--- src/rtl/ssup_map.vh ---
// register map, field positions, defaults and timing counts
//
// Contract
// - boot checks both storages before supervision
// - boot loads all defaults from nonvolatile memory
// - after boot, supervise and accept serial writes
// - first SPI byte out is main status
// - pins show harvester-low and storage-low directly
// - status bit 7 flags nonvolatile write busy
// - status bit 6 flags current measurement running
// - status bit 5 flags harvester energy too low
// - status bit 4 long storage below minimum
// - status bit 3 boost charging long storage
// - status bit 2 storages internally joined
// - status bit 1 external USB power detected
// - status bit 0 long storage protection active
// - voltage bits set when strictly above threshold
// - app maximum clamps to storage maximum
// - split or joined upper minimum by connection
// - threshold equals step times code plus one
// - storage-low pin needs two equal measurements
// - during boot first low measurement asserts pin
// - below lower minimum, enter protection mode
// - level step is 73 mV per code
`ifndef SSUP_MAP_VH
`define SSUP_MAP_VH

// ********************************
// register offsets (7-bit address)
// ********************************
`define SSUP_ADDR_MAIN_STATUS 7'h22
`define SSUP_ADDR_VOLT_STATUS 7'h23
`define SSUP_ADDR_CFG_BASE    7'h06
`define SSUP_ADDR_NVM_COMMIT  7'h0E
`define SSUP_CFG_N            8

// ********************************
// configuration slot indexes
// ********************************
`define SSUP_IDX_SPLIT   3'h0
`define SSUP_IDX_JOINED  3'h1
`define SSUP_IDX_MIN_LO  3'h2
`define SSUP_IDX_SMAX_UP 3'h3
`define SSUP_IDX_SMAX_LO 3'h4
`define SSUP_IDX_AMAX_UP 3'h5
`define SSUP_IDX_AMAX_LO 3'h6
`define SSUP_IDX_MODE    3'h7
`define SSUP_MODE_PRIMARY_BIT 0

// ********************************
// factory defaults and reset values
// ********************************
`define SSUP_DEF_SPLIT   8'h18
`define SSUP_DEF_JOINED  8'h16
`define SSUP_DEF_MIN_LO  8'h12
`define SSUP_DEF_SMAX_UP 8'h35
`define SSUP_DEF_SMAX_LO 8'h33
`define SSUP_DEF_AMAX_UP 8'h30
`define SSUP_DEF_AMAX_LO 8'h2E
`define SSUP_DEF_MODE    8'h00
`define SSUP_STATUS_RST  8'h00

// ********************************
// levels and timing
// ********************************
`define SSUP_LVL_STEP_MV 7'h49
`define SSUP_CLK_KHZ     100000
`define SSUP_NVM_WR_MS   8

`endif

--- src/rtl/ssup_sync.v ---
// two flip-flop synchroniser for inputs from outside the clock domain
`timescale 1ns/1ns
module ssup_sync #(
  parameter W = 1
) (
  input  wire         core_clk,
  input  wire         rst_b,
  input  wire [W-1:0] d,
  output reg  [W-1:0] q
);

  reg [W-1:0] meta_reg;  // first stage, read by q only

  // plain double register, no logic between stages
  always @(posedge core_clk or negedge rst_b) begin
    if (!rst_b) begin
      meta_reg <= {W{1'b0}};
      q        <= {W{1'b0}};
    end else begin
      meta_reg <= d;
      q        <= meta_reg;
    end
  end

endmodule // ssup_sync

--- src/rtl/ssup_cmp.v ---
// one threshold comparator, sampled on each supervision measurement
`timescale 1ns/1ns
module ssup_cmp #(
  parameter [6:0] STEP = 7'h49
) (
  input  wire        core_clk,
  input  wire        rst_b,
  input  wire        stb,
  input  wire [5:0]  code,
  input  wire [12:0] meas_mv,
  output reg         above
);

  wire [6:0]  code_p1;  // register code plus one
  wire [13:0] thr_mv;   // threshold in millivolts

  assign code_p1 = {1'b0, code} + 7'h01;
  assign thr_mv  = code_p1 * STEP;

  // strictly above; equal counts as not above
  always @(posedge core_clk or negedge rst_b) begin
    if (!rst_b) begin
      above <= 1'b0;
    end else if (stb) begin
      above <= ({1'b0, meas_mv} > thr_mv);
    end
  end

endmodule // ssup_cmp

--- src/rtl/ssup_top.v ---
// storage supervisor: boot load, threshold compare, status and SPI access
`timescale 1ns/1ns
`include "ssup_map.vh"
module ssup_top #(
  parameter NVM_WR_CYC = `SSUP_NVM_WR_MS * `SSUP_CLK_KHZ,
  parameter CW         = 20
) (
  input  wire        core_clk,
  input  wire        rst_b,
  input  wire        spi_sclk,
  input  wire        spi_cs,
  input  wire        spi_mosi,
  output wire        spi_miso,
  input  wire        usb_detect,
  input  wire        meas_valid,
  input  wire [12:0] lts_mv,
  input  wire [12:0] sts_mv,
  input  wire        hrv_low_in,
  input  wire        lux_busy,
  input  wire        boost_long_in,
  input  wire        joined_in,
  output reg         harvester_low_pin,
  output reg         storage_low_pin,
  output reg         protect_active,
  output reg         boot_done
);

  // ********************************
  // states
  // ********************************
  localparam [2:0] ST_LOAD  = 3'h1;  // copy defaults from nvm
  localparam [2:0] ST_CHECK = 3'h2;  // wait first storage check
  localparam [2:0] ST_RUN   = 3'h4;  // normal supervision

  // ********************************
  // declarations
  // ********************************
  reg  [7:0]    nvm_mem [0:`SSUP_CFG_N-1];  // nonvolatile image
  reg  [7:0]    cfg_mem [0:`SSUP_CFG_N-1];  // live configuration
  reg  [2:0]    state_reg;                  // boot/run state
  reg  [2:0]    load_idx_reg;               // boot copy index
  reg  [CW-1:0] nvm_cnt_reg;                // write busy countdown
  reg  [7:0]    status_reg;                 // main status
  reg           meas_d_reg;                 // compare results fresh
  reg           valid_seen_reg;             // one measurement done
  reg           last_below_reg;             // previous sample low
  reg           sclk_prev_reg;              // for edge detection
  reg  [2:0]    bit_cnt_reg;                // bits in current byte
  reg           first_reg;                  // address byte phase
  reg  [7:0]    rx_reg;                     // receive shifter
  reg  [7:0]    tx_reg;                     // transmit shifter
  reg  [6:0]    addr_reg;                   // current address
  reg           wr_reg;                     // frame is a write
  reg  [7:0]    rd_data;                    // read mux
  wire [3:0]    pin_s;                      // synced pins
  wire          sclk_s;
  wire          cs_s;
  wire          mosi_s;
  wire          usb_s;
  wire          sclk_rise;
  wire          sclk_fall;
  wire [7:0]    rx_byte;
  wire          wr_stb;
  wire          commit_stb;
  wire          nvm_busy;
  wire          in_cfg;
  wire [6:0]    cfg_off;
  wire [2:0]    cfg_idx;
  wire          meas_stb;
  wire [7:0]    above;                      // voltage status
  wire [47:0]   codes;                      // eight 6-bit codes
  wire [5:0]    min_up_eff;
  wire [5:0]    amax_up_eff;
  wire [5:0]    amax_lo_eff;
  wire          primary_mode;
  wire          bat_low_calc;
  wire          below;
  integer       i, j;

  // ********************************
  // input synchronisers
  // ********************************
  // spi pins and usb detector come from outside the clock domain
  ssup_sync #(
    .W (4)
  ) u_sync (
    .core_clk (core_clk),
    .rst_b    (rst_b),
    .d        ({spi_sclk, spi_cs, spi_mosi, usb_detect}),
    .q        (pin_s)
  );

  assign sclk_s = pin_s[3];
  assign cs_s   = pin_s[2];
  assign mosi_s = pin_s[1];
  assign usb_s  = pin_s[0];

  // ********************************
  // default image
  // ********************************
  // factory content of the nonvolatile store
  function [7:0] dflt;
    input [2:0] idx;
    begin
      case (idx)
        `SSUP_IDX_SPLIT:   dflt = `SSUP_DEF_SPLIT;
        `SSUP_IDX_JOINED:  dflt = `SSUP_DEF_JOINED;
        `SSUP_IDX_MIN_LO:  dflt = `SSUP_DEF_MIN_LO;
        `SSUP_IDX_SMAX_UP: dflt = `SSUP_DEF_SMAX_UP;
        `SSUP_IDX_SMAX_LO: dflt = `SSUP_DEF_SMAX_LO;
        `SSUP_IDX_AMAX_UP: dflt = `SSUP_DEF_AMAX_UP;
        `SSUP_IDX_AMAX_LO: dflt = `SSUP_DEF_AMAX_LO;
        default:           dflt = `SSUP_DEF_MODE;
      endcase
    end
  endfunction

  // ********************************
  // boot state machine
  // ********************************
  // load runs one slot per cycle, then waits for the first
  // measurement of both storages before normal supervision
  always @(posedge core_clk or negedge rst_b) begin
    if (!rst_b) begin
      state_reg    <= ST_LOAD;
      load_idx_reg <= 3'h0;
      boot_done    <= 1'b0;
    end else begin
      case (state_reg)
        ST_LOAD: begin
          load_idx_reg <= load_idx_reg + 3'h1;
          if (load_idx_reg == 3'h7) begin
            state_reg <= ST_CHECK;
          end
        end
        ST_CHECK: begin
          // first storage check ends boot
          if (meas_d_reg) begin
            state_reg <= ST_RUN;
            boot_done <= 1'b1;
          end
        end
        ST_RUN: begin
          state_reg <= ST_RUN;
        end
        default: begin
          state_reg <= ST_LOAD;
        end
      endcase
    end
  end

  // ********************************
  // configuration and nonvolatile store
  // ********************************
  assign cfg_off  = addr_reg - `SSUP_ADDR_CFG_BASE;
  assign cfg_idx  = cfg_off[2:0];
  assign in_cfg   = (addr_reg >= `SSUP_ADDR_CFG_BASE) &&
                    (cfg_off < 7'h08);
  assign nvm_busy = (nvm_cnt_reg != {CW{1'b0}});
  // writes ignored while the store is busy; host should wait
  assign commit_stb = wr_stb && (addr_reg == `SSUP_ADDR_NVM_COMMIT)
                      && !nvm_busy;

  // live copy is loaded at boot, then written over the link
  always @(posedge core_clk or negedge rst_b) begin
    if (!rst_b) begin
      for (i = 0; i < `SSUP_CFG_N; i = i + 1) begin
        cfg_mem[i] <= 8'h00;
      end
    end else if (state_reg == ST_LOAD) begin
      cfg_mem[load_idx_reg] <= nvm_mem[load_idx_reg];
    end else if (wr_stb && in_cfg && !nvm_busy) begin
      cfg_mem[cfg_idx] <= rx_byte;
    end
  end

  // commit copies the whole live set into the store at once
  always @(posedge core_clk or negedge rst_b) begin
    if (!rst_b) begin
      for (j = 0; j < `SSUP_CFG_N; j = j + 1) begin
        nvm_mem[j] <= dflt(j[2:0]);
      end
    end else if (commit_stb) begin
      for (j = 0; j < `SSUP_CFG_N; j = j + 1) begin
        nvm_mem[j] <= cfg_mem[j];
      end
    end
  end

  // write time model: busy for the full programming time
  always @(posedge core_clk or negedge rst_b) begin
    if (!rst_b) begin
      nvm_cnt_reg <= {CW{1'b0}};
    end else if (commit_stb) begin
      nvm_cnt_reg <= NVM_WR_CYC[CW-1:0];
    end else if (nvm_busy) begin
      nvm_cnt_reg <= nvm_cnt_reg - {{(CW-1){1'b0}}, 1'b1};
    end
  end

  // ********************************
  // threshold selection
  // ********************************
  assign primary_mode = cfg_mem[`SSUP_IDX_MODE][`SSUP_MODE_PRIMARY_BIT];
  // split level while apart, joined level while connected
  assign min_up_eff = joined_in ? cfg_mem[`SSUP_IDX_JOINED][5:0]
                                : cfg_mem[`SSUP_IDX_SPLIT][5:0];
  // app maximum never above storage maximum
  assign amax_up_eff = (cfg_mem[`SSUP_IDX_AMAX_UP][5:0] >=
                        cfg_mem[`SSUP_IDX_SMAX_UP][5:0]) ?
                       cfg_mem[`SSUP_IDX_SMAX_UP][5:0] :
                       cfg_mem[`SSUP_IDX_AMAX_UP][5:0];
  assign amax_lo_eff = (cfg_mem[`SSUP_IDX_AMAX_LO][5:0] >=
                        cfg_mem[`SSUP_IDX_SMAX_LO][5:0]) ?
                       cfg_mem[`SSUP_IDX_SMAX_LO][5:0] :
                       cfg_mem[`SSUP_IDX_AMAX_LO][5:0];
  // bit order of the voltage status register
  assign codes = {min_up_eff,
                  cfg_mem[`SSUP_IDX_MIN_LO][5:0],
                  cfg_mem[`SSUP_IDX_SMAX_UP][5:0],
                  cfg_mem[`SSUP_IDX_SMAX_LO][5:0],
                  amax_up_eff,
                  amax_lo_eff,
                  min_up_eff,
                  cfg_mem[`SSUP_IDX_MIN_LO][5:0]};

  // ********************************
  // comparators
  // ********************************
  // thresholds are not valid during load, so samples are ignored
  assign meas_stb = meas_valid && (state_reg != ST_LOAD);

  genvar g;
  generate
    for (g = 0; g < 8; g = g + 1) begin : g_cmp
      ssup_cmp #(
        .STEP (`SSUP_LVL_STEP_MV)
      ) u_cmp (
        .core_clk (core_clk),
        .rst_b    (rst_b),
        .stb      (meas_stb),
        .code     (codes[g*6+5:g*6]),
        .meas_mv  ((g >= 6) ? lts_mv : sts_mv),
        .above    (above[g])
      );
    end
  endgenerate

  // ********************************
  // supervision outcome
  // ********************************
  // primary cell mode judges status bit 4 against the lower minimum; the storage-low pin stays on the upper one
  assign bat_low_calc = primary_mode ? ~above[6] : ~above[7];
  assign below        = ~above[7];

  // results are fresh one cycle after the sample strobe
  always @(posedge core_clk or negedge rst_b) begin
    if (!rst_b) begin
      meas_d_reg     <= 1'b0;
      valid_seen_reg <= 1'b0;
      last_below_reg <= 1'b0;
      storage_low_pin <= 1'b0;
      protect_active <= 1'b0;
    end else begin
      meas_d_reg <= meas_stb;
      if (meas_d_reg) begin
        valid_seen_reg <= 1'b1;
        last_below_reg <= below;
        protect_active <= ~above[6];
        if (state_reg == ST_CHECK) begin
          // one sample is enough while booting
          storage_low_pin <= below;
        end else if (below && last_below_reg) begin
          storage_low_pin <= 1'b1;
        end else if (!below && !last_below_reg) begin
          storage_low_pin <= 1'b0;
        end
      end
    end
  end

  // harvester state shown on its pin without a register read
  always @(posedge core_clk or negedge rst_b) begin
    if (!rst_b) begin
      harvester_low_pin <= 1'b0;
    end else begin
      harvester_low_pin <= hrv_low_in;
    end
  end

  // ********************************
  // main status
  // ********************************
  // live bits each cycle; compare bits move per sample, bit 4 also on a mode write
  always @(posedge core_clk or negedge rst_b) begin
    if (!rst_b) begin
      status_reg <= `SSUP_STATUS_RST;
    end else begin
      status_reg <= {nvm_busy,
                     lux_busy,
                     hrv_low_in,
                     valid_seen_reg & bat_low_calc,
                     boost_long_in,
                     joined_in,
                     usb_s,
                     valid_seen_reg & ~above[6]};
    end
  end

  // ********************************
  // spi slave (mode 0, cs active high)
  // ********************************
  assign sclk_rise = cs_s && sclk_s && !sclk_prev_reg;
  assign sclk_fall = cs_s && !sclk_s && sclk_prev_reg;
  assign rx_byte   = {rx_reg[6:0], mosi_s};
  // data bytes only; config is locked until boot finishes
  assign wr_stb    = sclk_rise && (bit_cnt_reg == 3'h7) && !first_reg
                     && wr_reg && (state_reg == ST_RUN);
  assign spi_miso  = tx_reg[7];

  // read mux; reads have no side effect on any bit
  always @* begin
    rd_data = 8'h00;
    if (addr_reg == `SSUP_ADDR_MAIN_STATUS) begin
      rd_data = status_reg;
    end else if (addr_reg == `SSUP_ADDR_VOLT_STATUS) begin
      rd_data = above;
    end else if (in_cfg) begin
      rd_data = cfg_mem[cfg_idx];
    end
  end

  // byte framing: first byte is address, rest are data with
  // auto increment so a whole set fits in one frame
  always @(posedge core_clk or negedge rst_b) begin
    if (!rst_b) begin
      sclk_prev_reg <= 1'b0;
      bit_cnt_reg   <= 3'h0;
      first_reg     <= 1'b1;
      rx_reg        <= 8'h00;
      tx_reg        <= 8'h00;
      addr_reg      <= 7'h00;
      wr_reg        <= 1'b0;
    end else begin
      sclk_prev_reg <= sclk_s;
      if (!cs_s) begin
        // idle: keep status ready so its msb leads the frame
        bit_cnt_reg <= 3'h0;
        first_reg   <= 1'b1;
        tx_reg      <= status_reg;
      end else if (sclk_rise) begin
        rx_reg      <= rx_byte;
        bit_cnt_reg <= bit_cnt_reg + 3'h1;
        if (bit_cnt_reg == 3'h7) begin
          if (first_reg) begin
            addr_reg  <= rx_byte[6:0];
            wr_reg    <= rx_byte[7];
            first_reg <= 1'b0;
          end else begin
            addr_reg <= addr_reg + 7'h01;
          end
        end
      end else if (sclk_fall) begin
        if ((bit_cnt_reg == 3'h0) && !first_reg) begin
          tx_reg <= rd_data;
        end else begin
          tx_reg <= {tx_reg[6:0], 1'b0};
        end
      end
    end
  end

endmodule // ssup_top

--- config.mk ---
export PLATFORM = sky130hd
export DESIGN_NAME = ssup_top
export DESIGN_NICKNAME = d
export VERILOG_FILES = /design/src/rtl/ssup_sync.v /design/src/rtl/ssup_cmp.v /design/src/rtl/ssup_top.v
export VERILOG_INCLUDE_DIRS = /design/src /design/src/rtl
export SDC_FILE = /design/constraint.sdc
export NUM_CORES = 1
export LEC_CHECK = 0
export BUFFER_PORTS_ARGS = -buffer_cell sky130_fd_sc_hd__buf_2
export CORE_MARGIN = 2
export CORE_UTILIZATION = 69
export DETAILED_ROUTE_END_ITERATION = 6
export PLACE_DENSITY = 0.87
export SLEW_MARGIN = 5
export SYNTH_ARGS = -nofsm -noshare
export SYNTH_HDL_FRONTEND = slang
export SYNTH_SLANG_ARGS = --single-unit
--- constraint.sdc ---
create_clock -name core_clk -period 9.6 [get_ports core_clk]
set_clock_uncertainty 0.2 [all_clocks]
set_input_delay 0.96 -clock core_clk [delete_from_list [all_inputs] [get_ports core_clk]]
set_output_delay 0.96 -clock core_clk [all_outputs]
set_load 0.05 [all_outputs]
==> results.sh <==
export IMPL_cts_tree="built"
export IMPL_grt_max_degree=103
export IMPL_cts_sinks=212
export IMPL_status="finished, final reports clean"
export IMPL_track_usage_pct=35.9
export IMPL_synth_ff_type="dfrtp_1"
export IMPL_drt_iter0_drc=1658
export IMPL_r2r_start="cfg_mem[35]$_DFFE_PN0P_"
export IMPL_die_h_um=160
export IMPL_critPathKind="reg2reg"
export IMPL_cts_max_level=1
export IMPL_diodes=0
export IMPL_clock_latency_ns=0.53
export IMPL_slew_headroom_pct=27.4
export IMPL_grt_setup_unrepaired="false"
export IMPL_worst_setup_path_start_kind="register"
export IMPL_synthCells=1839
export IMPL_first_pass_iters=6
export IMPL_tightestPinTransition_ns=1.09
export IMPL_min_to="u_sync.q[1]$_DFF_PN0_"
export IMPL_overflow=0
export IMPL_rrSetupSlack_ns=2.78
export IMPL_fill_cells=1708
export IMPL_final_common_cell="nand2_1"
export IMPL_antenna_found_initial=0
export IMPL_post_drt_wl_per_cell_um=21.2
export IMPL_grt_pass1_wl_um=74900
export IMPL_syn_area_um2=16900
export IMPL_ff_latch_area_um2=5330
export IMPL_syn_nets=2119
export IMPL_final_nets=2110
export IMPL_maxCapViolCount=0
export IMPL_yosysSeqAreaShare_pct=31.6
export IMPL_power_leakage_nw=8.61
export IMPL_die_w_um=160
export IMPL_power_density_nw_per_um2=194
export IMPL_synth_distinct_cells=73
export IMPL_root_buffer="clkbuf_16"
export IMPL_reg2reg_to="g_cmp[3].u_cmp.above$_DFFE_PN0P_"
export IMPL_final_period_minus_worst_setup_slack_ns=6.82
export IMPL_reg2reg_depth=25
export IMPL_setup_viol=0
export IMPL_numPortBuffers=41
export IMPL_ctsResizeCount=0
export IMPL_grt_pass1_vias=14500
export IMPL_layout_common_cells="nand2_1, ha_1, dfrtp_1"
export IMPL_peakVddDrop_mv=0.163
export IMPL_syn_avg_cell_area_um2=9.17
export IMPL_post_route_util_pct=74.2
export IMPL_ys_warn_count=0
export IMPL_final_setup_tns_ns=0
export IMPL_hold_buffers=0
export IMPL_ant_nets=0
export IMPL_required_ns=9.80
export IMPL_synth_seq_cells=212
export IMPL_synth_edf_count=0
export IMPL_hold_path_class="reg2reg"
export IMPL_drc_errors=0
export IMPL_worstHoldPathCells=0
export IMPL_core_um2=24200
export IMPL_hpwl_um=33500
export IMPL_io_pins=42
export IMPL_dieArea_um2=25700
export IMPL_endpoint_kind="register"
export IMPL_drive_gt1_share_pct=11.7
export IMPL_crit_fanout=9
export IMPL_place_congestion=0.947
export IMPL_vias=14600
export IMPL_fmax_mhz=147
export IMPL_viasPerCell=6.72
export IMPL_cts_buffers=23
export IMPL_routed_wl_um=46000
export IMPL_cts_setup_buffers=0
export IMPL_min_period_over_period_pct=71.0
export IMPL_rows=57
export IMPL_slew_violations=0
export IMPL_hold_viol_final=0
export IMPL_clockBufferDepth=3
export IMPL_areaGrowthSynthToFinish_pct=6.35
export IMPL_clk_pin_slew_ns=0.07
export IMPL_crit_arrival_ns=7.02
export IMPL_hold_start="u_sync.meta_reg[1]$_DFF_PN0_"
export IMPL_initial_core_util_pct=69.7
export IMPL_whs_ns=0.148
export IMPL_async_reset_ff_share_pct=100
export IMPL_multi_input_area_um2=10800
[cell usage after synthesis (13+ instances only)]
cell type / n / area share [%]
nand2_1: 274 / 6.1
ha_1: 239 / 18
dfrtp_1: 189 / 28
o21ai_0: 96 / 2.9
a21oi_1: 88 / 2.6
inv_1: 82 / 1.8
nor2_1: 75 / 1.7
clkbuf_1: 57 / 1.3
xnor2_1: 51 / 2.6
nand3_1: 49 / 1.5
xor2_1: 45 / 2.3
a22o_1: 37 / 1.9
nor3_1: 36 / 1.1
a22oi_1: 35 / 1.6
mux2i_1: 33 / 2.0
o2bb2ai_1: 33 / 1.7
nor2b_1: 32 / 1.2
a21o_1: 30 / 1.3
mux2_2: 28 / 1.9
and3_1: 26 / 0.96
o21ai_2: 24 / 1.2
dfstp_2: 23 / 3.6
o21a_1: 23 / 1.0
nand4_1: 19 / 0.71
mux4_2: 18 / 2.4
nand2_2: 14 / 0.52
nor4_1: 13 / 0.48
[cell type report]
cell class / instances / share of cell area [%]
clock inverter: 11 / 0.565
clock buffer: 31 / 3.66
timing repair buffer: 53 / 1.70
multi-input combinational: 1456 / 60.3
sequential: 212 / 29.8
inverter: 84 / 1.77
tap: 324 / 2.26
[how the worst max path moves through the flow]
stage / end / from / cells after the start
floorplan: g_cmp[2].u_cmp.above$_DFFE_PN0P_ / cfg_mem[27]$_DFFE_PN0P_ / 28
global placement: g_cmp[2].u_cmp.above$_DFFE_PN0P_ / cfg_mem[27]$_DFFE_PN0P_ / 26
detailed placement: g_cmp[2].u_cmp.above$_DFFE_PN0P_ / cfg_mem[27]$_DFFE_PN0P_ / 26
CTS: g_cmp[3].u_cmp.above$_DFFE_PN0P_ / cfg_mem[35]$_DFFE_PN0P_ / 25
global route: g_cmp[2].u_cmp.above$_DFFE_PN0P_ / cfg_mem[27]$_DFFE_PN0P_ / 26
finish: g_cmp[3].u_cmp.above$_DFFE_PN0P_ / cfg_mem[35]$_DFFE_PN0P_ / 25
[per-layer routing]
| layer | vias to the layer above | track usage [%] | part of all wire [%] |
|---|---|---|---|
| met5 | - | 0 | 0 |
| met4 | 0 | 17.6 | 5.5 |
| met3 | 201 | 5.24 | 8.9 |
| met2 | 823 | 57.8 | 46 |
| met1 | 6926 | 48.1 | 40 |
| li1 | 6633 | - | - |
[where the power goes]
group / internal (mW) / switching (mW) / leakage (nW)
Clock: 0.511 / 0.382 / 0.379
Sequential: 0.989 / 0.180 / 2.75
Combinational: 0.522 / 0.891 / 5.48
Total: 2.02 / 1.45 / 8.61
[cell families (layout without fill, tap and decap cells)]
| logic type | count (synthesis) | count (layout) | synth area share [%] |
|---|---|---|---|
| AOI/OAI and AO/OA | 438 | 438 | 17.7 |
| xor gates and xnor gates | 96 | 96 | 4.99 |
| adders and majority gates | 243 | 243 | 18.2 |
| buffers and inverters | 171 | 179 | 4.32 |
| DFF | 212 | 212 | 31.6 |
| muxes | 79 | 79 | 6.23 |
| and+or+nand+nor | 600 | 600 | 16.9 |
[worst max-delay path, cell delays in order (launching register included)]
cell	delay, ns
dfrtp_1	0.49
inv_1	0.14
ha_1	0.32
a21o_1	0.11
a21oi_1	0.07
o221ai_2	0.48
mux2i_1	0.43
ha_1	0.30
nand3_1	0.12
xnor2_1	0.16
mux2i_1	0.59
ha_1	0.35
ha_1	0.32
ha_1	0.37
o21ai_0	0.10
a31oi_1	0.37
nor2_1	0.10
a21oi_1	0.12
o311ai_0	0.13
a311oi_1	0.26
ha_1	0.29
o21a_1	0.19
o21a_1	0.17
o221ai_1	0.23
a2bb2oi_1	0.18
o31ai_1	0.09
[per-stage QoR]
step	area [um2]	power, mW	setup slack [ns]	cells
2_1_floorplan	16900	2.14	3.57	1839
3_3_place_gp	17200	2.48	3.13	2129
3_5_place_dp	17200	2.54	2.87	2129
4_1_cts	17900	3.43	2.86	2171
5_1_grt	17900	3.65	2.27	2171
6_report	17900	3.48	2.78	2171
Power figures use the tool's default switching activity.
